`src/dshp_params.svh`:
```
/*
  constants for the dual-style host port: widths, timing counts, reset values.
  assumes a 100 MHz system clock; included by bare name.
*/
`ifndef DSHP_PARAMS_SVH
`define DSHP_PARAMS_SVH
`define DSHP_ADDR_W 14
`define DSHP_DATA_W 16
`define DSHP_MEM_WORDS 64
`define DSHP_WORD_RESET 16'h0000
`define DSHP_CLK_PERIOD_NS 10
`define DSHP_ACCESS_NS 40
`define DSHP_ACCESS_CYC ((`DSHP_ACCESS_NS + `DSHP_CLK_PERIOD_NS - 1) / `DSHP_CLK_PERIOD_NS)
`define DSHP_RESET_MIN_NS 1000
`define DSHP_FIRST_ACCESS_US 600
`define DSHP_FIRST_ACCESS_CYC (`DSHP_FIRST_ACCESS_US * 1000 / `DSHP_CLK_PERIOD_NS)
`endif

```
`src/dshp_pkg.sv`:
```
/*
  types shared by the dual-style host port.
  assumes nothing beyond the params header.
*/
package dshp_pkg;
  typedef enum logic [1:0] {
    DSHP_IDLE = 2'b00,
    DSHP_BUSY = 2'b01,
    DSHP_DONE = 2'b10
  } dshp_state_t;
endpackage : dshp_pkg

```
`src/dshp_host_port.sv`:
```
/*
  dual-style parallel host port: data-strobe style with low acknowledge, or
  separate read/write strobes with a ready that rises on completion.
  assumes host pins synchronous to clk_sys and the pin wire resolved outside.
*/
`timescale 1ns/100ps
`include "dshp_params.svh"
module dshp_host_port #(
  parameter int AW = `DSHP_ADDR_W,
  parameter int DW = `DSHP_DATA_W,
  parameter int WORDS = `DSHP_MEM_WORDS,
  parameter int NSTREAM = 32,
  parameter int NHIZ = 16
) (
  input wire logic clk_sys,
  input wire logic reset_n,
  input wire logic bus_style_select,
  input wire logic port_select_n,
  input wire logic dir_or_write_strobe,
  input wire logic data_or_read_strobe,
  input wire logic [AW-1:0] host_word_address,
  input wire logic [DW-1:0] host_data_bus_in,
  output logic [DW-1:0] host_data_bus_out,
  output logic host_data_bus_oe,
  output logic transfer_ack_ready,
  output logic transfer_ack_ready_oe,
  output logic serial_out_streams_oe,
  output logic [NHIZ-1:0] ext_hiz_control
);
  localparam int ACC = `DSHP_ACCESS_CYC;
  logic rst_s1_r, rst_n_r;
  always_ff @(posedge clk_sys or negedge reset_n) begin
    if (!reset_n) begin
      rst_s1_r <= 1'b0;
      rst_n_r <= 1'b0;
    end else begin
      rst_s1_r <= 1'b1;
      rst_n_r <= rst_s1_r;
    end
  end

  // style strap caught after release so a floating strap settles first
  logic style_ds_r, style_ds_nxt, style_valid_r;
  always_comb begin
    style_ds_nxt = style_valid_r ? style_ds_r : bus_style_select;
  end
  always_ff @(posedge clk_sys or negedge rst_n_r) begin
    if (!rst_n_r) begin
      style_ds_r <= 1'b1;
      style_valid_r <= 1'b0;
    end else begin
      style_ds_r <= style_ds_nxt;
      style_valid_r <= 1'b1;
    end
  end

  logic sel, rd_req, wr_req;
  always_comb begin
    sel = 1'b0;
    rd_req = 1'b0;
    wr_req = 1'b0;
    if (!port_select_n) begin
      if (style_ds_r) begin
        sel = !data_or_read_strobe;
        rd_req = sel && dir_or_write_strobe;
        wr_req = sel && !dir_or_write_strobe;
      end else begin
        rd_req = !data_or_read_strobe;
        wr_req = !dir_or_write_strobe;
        sel = rd_req || wr_req;
      end
    end
  end

  dshp_pkg::dshp_state_t state_r, state_nxt;
  logic [7:0] cnt_r, cnt_nxt;
  logic is_rd_r, is_rd_nxt;
  logic [DW-1:0] rdata_r, rdata_nxt;
  logic [DW-1:0] store_rd;
  logic store_wr;

  dshp_store #(.WORDS(WORDS), .AW(AW), .DW(DW)) u_store (
    .clk_sys(clk_sys),
    .rst_n(rst_n_r),
    .wr_en(store_wr),
    .addr(host_word_address),
    .wr_data(host_data_bus_in),
    .rd_data(store_rd),
    .hit()
  );

  always_comb begin
    state_nxt = state_r;
    cnt_nxt = cnt_r;
    is_rd_nxt = is_rd_r;
    rdata_nxt = rdata_r;
    store_wr = 1'b0;
    case (state_r)
      dshp_pkg::DSHP_IDLE: begin
        if (sel) begin
          state_nxt = dshp_pkg::DSHP_BUSY;
          cnt_nxt = 8'(ACC - 1);
          is_rd_nxt = rd_req;
        end
      end
      dshp_pkg::DSHP_BUSY: begin
        if (!sel) begin
          state_nxt = dshp_pkg::DSHP_IDLE;
        end else if (cnt_r == 8'h00) begin
          state_nxt = dshp_pkg::DSHP_DONE;
          store_wr = !is_rd_r && wr_req;
          rdata_nxt = store_rd;
        end else begin
          cnt_nxt = cnt_r - 8'h01;
        end
      end
      dshp_pkg::DSHP_DONE: begin
        if (!sel) begin
          state_nxt = dshp_pkg::DSHP_IDLE;
        end
      end
      default: state_nxt = dshp_pkg::DSHP_IDLE;
    endcase
  end
  always_ff @(posedge clk_sys or negedge rst_n_r) begin
    if (!rst_n_r) begin
      state_r <= dshp_pkg::DSHP_IDLE;
      cnt_r <= 8'h00;
      is_rd_r <= 1'b0;
      rdata_r <= `DSHP_WORD_RESET;
    end else begin
      state_r <= state_nxt;
      cnt_r <= cnt_nxt;
      is_rd_r <= is_rd_nxt;
      rdata_r <= rdata_nxt;
    end
  end

  logic done;
  assign done = (state_r == dshp_pkg::DSHP_DONE);
  assign host_data_bus_out = rdata_r;
  assign host_data_bus_oe = done && is_rd_r && rd_req;
  // data-strobe style: low ack while done, else released to the pull-up
  // strobe style: ready held low while busy, high once done
  always_comb begin
    if (!rst_n_r) begin
      transfer_ack_ready = 1'b1;
      transfer_ack_ready_oe = 1'b0;
    end else if (style_ds_r) begin
      transfer_ack_ready = 1'b0;
      transfer_ack_ready_oe = done;
    end else begin
      transfer_ack_ready = done;
      transfer_ack_ready_oe = (state_r != dshp_pkg::DSHP_IDLE);
    end
  end
  // stream drivers stay off and hiz controls high while reset holds
  assign serial_out_streams_oe = rst_n_r;
  assign ext_hiz_control = rst_n_r ? '0 : '1;

  // shadow count of busy cycles, kept apart from cnt_r so that a slip in the
  // down-counter cannot hide itself behind its own compare
  logic [7:0] busy_seen_r, busy_seen_nxt;
  always_comb begin
    busy_seen_nxt = 8'h00;
    if (state_r == dshp_pkg::DSHP_BUSY && busy_seen_r != 8'hff) begin
      busy_seen_nxt = busy_seen_r + 8'h01;
    end
  end
  always_ff @(posedge clk_sys or negedge rst_n_r) begin
    if (!rst_n_r) begin
      busy_seen_r <= 8'h00;
    end else begin
      busy_seen_r <= busy_seen_nxt;
    end
  end
endmodule : dshp_host_port

```
`src/dshp_store.sv`:
```
/*
  word storage behind the host port, flip-flops addressed by an index.
  assumes the caller writes one word per write pulse.
*/
`timescale 1ns/100ps
`include "dshp_params.svh"
module dshp_store #(
  parameter int WORDS = `DSHP_MEM_WORDS,
  parameter int AW = `DSHP_ADDR_W,
  parameter int DW = `DSHP_DATA_W
) (
  input wire logic clk_sys,
  input wire logic rst_n,
  input wire logic wr_en,
  input wire logic [AW-1:0] addr,
  input wire logic [DW-1:0] wr_data,
  output logic [DW-1:0] rd_data,
  output logic hit
);
  logic [DW-1:0] mem_r [WORDS];
  logic [DW-1:0] mem_nxt [WORDS];
  // only the low words exist; higher addresses read zero and drop writes
  assign hit = (addr < AW'(WORDS));
  assign rd_data = hit ? mem_r[addr[$clog2(WORDS)-1:0]] : '0;
  genvar i;
  generate
    for (i = 0; i < WORDS; i++) begin : g_word
      always_comb begin
        mem_nxt[i] = mem_r[i];
        if (wr_en && hit && (addr[$clog2(WORDS)-1:0] == i)) begin
          mem_nxt[i] = wr_data;
        end
      end
      always_ff @(posedge clk_sys or negedge rst_n) begin
        if (!rst_n) begin
          mem_r[i] <= `DSHP_WORD_RESET;
        end else begin
          mem_r[i] <= mem_nxt[i];
        end
      end
    end
  endgenerate
endmodule : dshp_store

```
`config.mk`:
```
export PLATFORM = sky130hd
export DESIGN_NAME = dshp_host_port
export DESIGN_NICKNAME = d
export VERILOG_FILES = /design/src/dshp_pkg.sv /design/src/dshp_host_port.sv /design/src/dshp_store.sv
export VERILOG_INCLUDE_DIRS = /design/src
export SDC_FILE = /design/constraint.sdc
export NUM_CORES = 1
export LEC_CHECK = 0
export BUFFER_PORTS_ARGS = -buffer_cell sky130_fd_sc_hd__buf_2
export CAP_MARGIN = 20
export CORE_UTILIZATION = 45
export DETAILED_ROUTE_END_ITERATION = 10
export PLACE_DENSITY = 0.59
export SYNTH_ARGS = -nofsm -noshare
export SYNTH_HDL_FRONTEND = slang
export SYNTH_SLANG_ARGS = --single-unit
```
`constraint.sdc`:
```
create_clock -name clk_sys -period 131.3 [get_ports clk_sys]
set_clock_uncertainty 0.05 [all_clocks]
set_input_delay 39.39 -clock clk_sys [delete_from_list [all_inputs] [get_ports clk_sys]]
set_output_delay 39.39 -clock clk_sys [all_outputs]
set_load 0.02 [all_outputs]
```
After elaboration in Yosys (flattened, before gate mapping) --
Cells that the tools add are included.
Storage, ports and cells: register bits after elaboration 1055, bits in writable memories 0, memories 0, memory bits (read-only) 0, bits of input ports 36, word-level logic and storage cells 256, output and inout port bits 36, latch bits 0
Cells by class: $add $sub $neg 1, $mul 0, bitwise operators 1, muxes and demuxes 27, shift-type cells 0, equality and inequality tests 70, order comparisons 2, reduce and logical (&&, ||, !) cells 83, div/mod/pow operators 0
Operators with widths (number):
- 6-bit equality test, second input constant | 32
- 16-bit binary-select mux with 6-bit select | 1
- 6-bit by 5-bit equality test with 1-bit output, second input constant | 16
- 1-bit logical AND | 70
- 16-bit two-way mux | 4
- 6-bit by 4-bit equality test with 1-bit output, second input constant | 8
- 6-bit by 3-bit equality test with 1-bit output, second input constant | 4
- 8-bit two-way mux | 3
- 8-bit one-hot mux with 2 select lines | 1
- 14-bit by 7-bit less-than comparator with 1-bit output, second input constant | 1
- 1-bit two-way mux | 13
- 6-bit by 2-bit equality test with 1-bit output, second input constant | 2
- 8-bit zero test | 1
- 2-bit two-way mux | 4
- 2-bit != test, second input constant | 4
- 8-bit by 1-bit subtractor with 8-bit output, second input constant | 1
- 7-bit >= comparator, second input constant | 1
- 6-bit NOT with 7-bit output | 1
- 6-bit by 1-bit equality test with 1-bit output, second input constant | 1
- 6-bit zero test | 1
- 2-bit one-hot mux with 3 select lines | 1
- 3-bit AND reduction | 2
- 4-bit AND reduction | 1
- 2-bit nonzero test | 2
- 7 further kinds | 9

Longest topological paths before layout --
Gate-level depths: netlist of the first run.
depth after elaboration 10, depth in mapped cells 10

By module --
A second synthesis of the first run with hierarchy kept.
Unflattened totals: cells, all modules 3241, area, all modules 48736.7 µm²
Modules (own cells, without submodules):
- dshp_store | area each 47205.3 µm², instances 1, sequential area each 25624.6 µm², cells each 3108
- dshp_host_port | area each 1531.5 µm², instances 1, sequential area each 777.0 µm², cells each 133

Least setup slack after synthesis of the first run --
OpenSTA, ideal clock, no wires.
path kind input to output, from in dir_or_write_strobe, to out host_data_bus_oe, arrival time 39.943 ns, path slack 51.917 ns, cell stages on the path 3, cell sequence inv_1 > a211oi_1 > and4b_1
Between the ends: longest elaborated chain between the ends 4
RTL lines:
- from (decl) | line dshp_host_port.sv:19 | input wire logic dir_or_write_strobe,
- 1-bit logical AND | line dshp_host_port.sv:65 | rd_req = sel && dir_or_write_strobe;
- 1-bit two-way mux | line dshp_host_port.sv:63 | if (style_ds_r) begin
- 1-bit two-way mux | line dshp_host_port.sv:62 | if (!port_select_n) begin
- 1-bit logical AND | line dshp_host_port.sv:142 | assign host_data_bus_oe = done && is_rd_r && rd_req;
- to (decl) | line dshp_host_port.sv:24 | output logic host_data_bus_oe,
Every way passes these cells.

Worst setup path after layout of the first run --
Ends and elaborated chain as after synthesis.

==> results of run 1 <==
area by class of cell:
class / instances / area [sq um]
antenna: 1 / 2.50
clock buffer: 169 / 3320
clock inverter: 29 / 332
fill: 9092 / 53700
inverter: 6 / 22.5
multi-input combinational: 1905 / 20600
sequential: 1055 / 26400
tap: 1403 / 1760
timing repair buffer: 130 / 1000
worst max-delay path, stage by stage:
cell and delay (ns):
buf_2 0.14, inv_1 0.06, a211oi_1 0.28, and4b_1 0.24, buf_2 0.16
logic make-up after synthesis:
group | count (synthesis)
AO/OA/AOI/OAI | 254
flip-flops | 1055
multiplexers | 1410
AND/OR/NAND/NOR | 232
buffers and inverters | 322
other | 1
XOR/XNOR | 5
adder cells (fa/ha/maj) | 2
metrics by stage:
step	area [sq um]	cells	hold WS [ns]
2_1_floorplan	48700	3282	0.281
3_5_place_dp	49700	4496	0.233
4_1_cts	53400	4694	0.240
3_3_place_gp	49600	4489	0.222
5_1_grt	53500	4697	0.264
6_report	53500	4698	0.222
where the power goes:
part	switching [mW]	internal (mW)	leakage [nW]
clock network	0.129	0.183	1.80
registers	0.000651	0.326	14.7
logic	0.0235	0.00704	10.5
final timing paths:
kind                                                 start                               to  slack, ns  cells past startpoint
max reg2reg                serial_out_streams_oe$_DFF_PN0_   u_store.mem_r[385]$_DFFE_PN0P_     127.34                      5
max in group asynchronous                          reset_n  serial_out_streams_oe$_DFF_PN0_      92.65                      1
max                                    dir_or_write_strobe                 host_data_bus_oe      51.58                      5
min in group clk_sys                    rst_s1_r$_DFF_PN0_  serial_out_streams_oe$_DFF_PN0_       0.30                      0
min                        serial_out_streams_oe$_DFF_PN0_    u_store.mem_r[17]$_DFFE_PN0P_       0.22                      0
min reg2reg                serial_out_streams_oe$_DFF_PN0_    u_store.mem_r[17]$_DFFE_PN0P_       0.22                      0
Yosys cell counts (4+ instances only):
library cell     n  area [sq um]
nand3_1         38           190
dfrtp_1       1054         26400
nor4_1          19           119
nand2_1         47           176
a211o_1         16           140
inv_1            6          22.5
o22ai_1         64           400
mux4_2         128          2880
buf_1           34           128
nor2_1          15          56.3
a31oi_1         16           100
nand2b_1         6          37.5
mux2_2        1020         11500
nor3_2           7          70.1
mux2_1           6          67.6
xor2_1           5          43.8
clkbuf_1       164           616
nand4_1          6          37.5
mux2i_1        256          2560
a22o_1          16           140
buf_4           34           255
a22oi_1        129           968
nand3_2          4          40.0
nor2_2          11          68.8
nor3_4           6          97.6
nand2_4         30           338
nand4_2          6          75.1
buf_2           47           235
nor2b_1          7          43.8
buf_6           33           372
cells in the final DEF (no fill, tap or decap), types with 4 or more instances in the layout:
cell,instances
bufinv_16,5
a31oi_1,16
xor2_1,5
clkbuf_1,29
nor3_2,7
buf_16,4
nor2b_2,4
a211o_1,16
nand4_2,6
nand2b_1,6
nand2_1,47
nor2_1,13
o22ai_1,64
nand2_4,30
mux2_2,1020
clkbuf_8,26
mux2i_1,256
buf_4,44
nand3_1,38
a22oi_1,129
mux2_1,6
a22o_1,16
nand3_2,4
buf_8,7
nor4_4,4
mux4_2,128
nor3_4,6
buf_2,69
buf_12,5
dfrtp_1,1053
clkinv_2,16
nand4_1,6
inv_1,6
nor2_2,12
nor4_1,18
clkbuf_16,114
metal layers:
| metal | track usage | routed length (um) | vias to the layer above |
|---|---|---|---|
| met4 | 0.0883 | 4730 | 0 |
| met2 | 0.392 | 62700 | 519 |
| met3 | 0.0335 | 4300 | 213 |
| met5 | 0 | 0 | - |
| met1 | 0.325 | 56800 | 15340 |
| li1 | - | - | 12009 |
sequential cells by signal, indices dropped and copies added, names as in the netlist:
register / count
serial_out_streams_oe: 1
is_rd_r: 1
rst_s1_r: 1
host_data_bus_out: 16
u_store.mem_r: 1024
style_valid_r: 1
cnt_r: 8
state_r: 2
style_ds_r: 1
==> results.md, run 1 <==
- CTS resizes: 0
- Compound-cell area share of the yosys netlist: 0.0382
- Slack of the critical path: 51.58 ns
- HPWL Detailed: 76.0 mm
- Largest family of logic cells by synthesized area: multiplexers
- Clk_lat worst skew: 0.69 ns
- Die area: 109000 sq um
- Mux share of post-synthesis cell area: 0.349
- Pin count of the biggest net entering global routing: 185
- Antenna viol nets, final: 0
- Yosys Warn Count: 0
- Total power: 669 uW
- # H-tree levels: 3
- Async SR Flop Fraction: 1.00
- Synth Flop Type: dfrtp_1
- Worst vdd ir: 0.0000115 V
- Syn Std Cell Area: 48700 sq um
- Die width: 331 um
- WP data arrival: 40.28 ns
- DR vias: 28081
- Startpoint types: input pin
- Final setup vio count: 0
- Layout area overhead: 9.85%
- Postcts setup bufs: 0
- Number of vias per cell: 5.98
- Clock root buffer master: clkbuf_16
- Cells after synthesis: 3281
- Place WS: 51.58 ns
- Final Util: 0.499
- Total wire length: 129 mm
- Worst path required time: 91.86 ns
- I/O Buffers: 71
- RSZ-0062 raised after global routing: no
- Synth unique cells: 58
- Vias in the first global route: 30496
- Pins Over Slew Limit: 0
- Crit end category: primary output
- Worst-margin pin slew: 1.19 ns
- CTS sink cnt: 1055
- Mapped Avg Cell Area: 14.8 sq um
- Post-Synth Adder-Cell Area: 0.000514
- Initial cell density of the core: 0.454
- F_max: 12.5 MHz
- CTS tree: done
- Clock-pin slew on the worst setup and hold paths: 0.06 ns
- Maxcap violations: 0
- Crit-path max FO: 5
- Final Hold Fails: 0
- Worst rel slew slack: 0.200
- Flops & latches, synth: 1055
- Power per cell area: 12.5 nW/um^2
- Initial antenna violation count: 0
- Routability cong.: 0.804
- Die height: 331 um
- Layout Nets: 3248
- Avg WL per Cell: 27.4 um
- Number of buffers created by CTS: 112
- Register area share after synthesis: 0.543
- Xor/xnor cell area share of the yosys netlist: 0.000900
- Max Root-Sink Buffers: 3
- GRT Total Usage: 0.240
- Core ar.: 107000 sq um
- CTS Hold Bufs: 0
- I/O Pins: 72
- Row Count: 120
- First-pass GRT wire length: 196 mm
- Layout cells sized above 1: 0.465
- Crit share post-route: 0.607
- Leak pwr: 27.0 nW
- Fin crit period: 79.72 ns
- DRT iter0 DRCs: 1889
- Worst min-delay path category: flip-flop to async pin
- Pre-antenna DRT Iters: 5
- Status: finished clean
- Final setup TNS: 0 ns
- Critical setup path kind: input pin to primary output
- Synth Area in Simple Gates: 0.0337
- # DRC: 0
- EDFF count, synth: 0
- Total gr overflow: 0
Note: power is estimated with default switching activity, not from simulation.
==> run 2, diff against run 1 <==
--- a/config.mk
+++ b/config.mk
@@ -6,11 +6,12 @@
 export SDC_FILE = /design/constraint.sdc
 export NUM_CORES = 1
 export LEC_CHECK = 0
+export ABC_AREA = 1
 export BUFFER_PORTS_ARGS = -buffer_cell sky130_fd_sc_hd__buf_2
 export CAP_MARGIN = 20
 export CORE_UTILIZATION = 45
 export DETAILED_ROUTE_END_ITERATION = 10
-export PLACE_DENSITY = 0.59
+export PLACE_DENSITY = 0.61
 export SYNTH_ARGS = -nofsm -noshare
 export SYNTH_HDL_FRONTEND = slang
 export SYNTH_SLANG_ARGS = --single-unit
==> constraint.sdc (replaced) <==
create_clock -name clk_sys -period 65.9 [get_ports clk_sys]
set_clock_uncertainty 0.05 [all_clocks]
set_input_delay 19.77 -clock clk_sys [delete_from_list [all_inputs] [get_ports clk_sys]]
set_output_delay 19.77 -clock clk_sys [all_outputs]
set_load 0.02 [all_outputs]
==> results.md, run 2 <==
- Status: finished clean
- Final setup TNS: 0 ns
- Hold path depth: 0
- Avg WL per Cell: 18.1 um
- Crit share post-route: 0.610
- Layout Nets: 6543
- Clock root buffer master: clkbuf_16
- F_max: 24.9 MHz
- Worst vdd ir: 0.0000200 V
- DRT iter0 DRCs: 4109
- WP data arrival: 20.40 ns
- Met2 usage: 0.392
- Max Root-Sink Buffers: 3
- Crit-path max FO: 3
- CTS sink cnt: 1055
- Initial cell density of the core: 0.456
- Commonest cells in the netlist: nand2_1 (3773), dfrtp_1 (1054), o21ai_1 (907)
- Crit end category: primary output
- Min-delay src: rst_s1_r$_DFF_PN0_
- HPWL Detailed: 80.9 mm
- Layout area overhead: 5.88%
- CTS tree: done
- Final setup vio count: 0
- Worst min-delay path category: flip-flop to flip-flop
- Worst-margin pin slew: 1.17 ns
- Worst path required time: 46.08 ns
- Cells after synthesis: 6768
- Mapped Avg Cell Area: 7.62 sq um
- Layout cells sized above 1: 0.0711
- I/O Buffers: 71
- GR peak layer: met2
- # H-tree levels: 3
- Startpoint types: input pin
- GRT Total Usage: 0.253
- Largest cells by area after synthesis: dfrtp_1 (51%), nand2_1 (27%), o21ai_1 (8.8%), buf_6 (3.9%), nor2_1 (1.7%)
- First-pass GRT wire length: 230 mm
- Syn Std Cell Area: 51600 sq um
- Leak pwr: 28.7 nW
- Max reg flops: 1024
- Die width: 341 um
- Die height: 341 um
- N_diodes: 0
- Pin count of the biggest net entering global routing: 166
- Total gr overflow: 0
- Initial antenna violation count: 1
- Number of buffers created by CTS: 116
- Row Count: 123
- EDFF count, synth: 0
- RSZ-0062 raised after global routing: no
- Synth Flop Type: dfrtp_1
- FF-to-FF End: u_store.mem_r[464]$_DFFE_PN0P_
- Register area share after synthesis: 0.512
- Core ar.: 113000 sq um
- Yosys top cell area share: 0.511
- Most common cell after layout, fill and taps aside: nand2_1
- Worst rel slew slack: 0.221
- Maxcap violations: 0
- Clock-pin slew on the worst setup and hold paths: 0.06 ns
- Number of vias per cell: 5.16
- Final std cells w/o fill: 8096
- Synth unique cells: 34
- Worst r2r src: cnt_r[0]$_DFFE_PN0P_
- Met3 usage: 0.0296
- Yosys Warn Count: 0
- Clk_lat worst skew: 0.70 ns
- Final Hold Fails: 0
- CTS Hold Bufs: 0
- Routability cong.: 0.840
- DR vias: 41791
- Reg2reg path depth: 11
- Fin crit period: 40.22 ns
- Vias in the first global route: 38544
- CTS resizes: 0
- Die area: 116000 sq um
- Critical setup path kind: input pin to primary output
- Pins Over Slew Limit: 0
- I/O Pins: 72
- Pre-antenna DRT Iters: 6
- Synth area leader: dfrtp_1
- Commonest cells after routing, fill and taps aside: nand2_1 (3773), dfrtp_1 (1053), o21ai_1 (907)
- Total power: 1.35 mW
- Power per cell area: 24.7 nW/um^2
- Async SR Flop Fraction: 1.00
- GR Util met1: 0.368
- # DRC: 0
- Most frequent cell after synthesis: nand2_1
- Hold worst-path end: serial_out_streams_oe$_DFF_PN0_
- Flops & latches, synth: 1055
- Placed Instances: 7884
- Biggest register: u_store.mem_r
- Postcts setup bufs: 0
- Antenna viol nets, final: 0
- Total wire length: 146 mm
- R2R Setup Slk: 62.14 ns
-- run 2: changes by cell type in the layout (fill, tap and decap cells not counted), moves of 64 or more --
cell and delta:
nand2_1 +3726, mux2_2 -1020, a22oi_1 -128, mux2i_1 -256
mux4_2 -128, nor2_1 +224, o21ai_1 +907, o22ai_1 -64
-- run 2: cells by family after synthesis --
group | synth area share
other | 0.0000727
and+or+nand+nor | 0.309
adders and majority gates | 0.000485
DFF | 0.512
xor gates and xnor gates | 0.000509
buffers and inverters | 0.0725
AOI/OAI and AO/OA | 0.105
-- run 2: through the flow --
stage / cell area, sq um / hold WS [ns] / util / worst slack [ns]
after floorplan: 51600 / 0.281 / - / 11.80
after global placement: 50800 / 0.287 / 0.449 / 25.65
after detailed placement: 50800 / 0.294 / 0.449 / 25.67
after CTS: 54500 / 0.311 / 0.482 / 25.67
after global routing: 54600 / 0.330 / 0.483 / 25.62
final: 54600 / 0.306 / 0.483 / 25.68
-- run 2: report_power, final --
| group | switching, mW | internal (mW) | total, mW |
|---|---|---|---|
| registers | 0.00109 | 0.649 | 0.650 |
| clock network | 0.265 | 0.369 | 0.633 |
| logic | 0.0584 | 0.00719 | 0.0656 |
-- run 2: worst max-delay path by stage --
stage                     cells past startpoint                             from                    end  slack, ns
after floorplan                               2  serial_out_streams_oe$_DFF_PN0_  transfer_ack_ready_oe      11.80
after global placement                        5              data_or_read_strobe       host_data_bus_oe      25.65
after detailed placement                      5              data_or_read_strobe       host_data_bus_oe      25.67
after CTS                                     5              data_or_read_strobe       host_data_bus_oe      25.67
after global routing                          5              data_or_read_strobe       host_data_bus_oe      25.62
final                                         5              data_or_read_strobe       host_data_bus_oe      25.68
-- run 2: metal layers --
| layer | part of all wire | wire (um) |
|---|---|---|
| met4 | 0.032 | 4640 |
| met3 | 0.059 | 8610 |
| met2 | 0.44 | 64800 |
| met1 | 0.47 | 68300 |
| met5 | 0.000089 | 13 |
-- run 2: worst max-delay path: stages --
cell and delay [ns]:
buf_2 0.11, nor2_1 0.11, o21ai_0 0.12, nor2_1 0.11, buf_2 0.17
-- run 2: final cells by class --
| class | count | area [sq um] |
|---|---|---|
| clock buffer | 183 | 3500 |
| clock inverter | 26 | 209 |
| fill | 11404 | 58500 |
| inverter | 39 | 166 |
| multi-input combinational | 5154 | 21500 |
| sequential | 1055 | 26400 |
| tap | 1500 | 1880 |
| timing repair buffer | 139 | 996 |
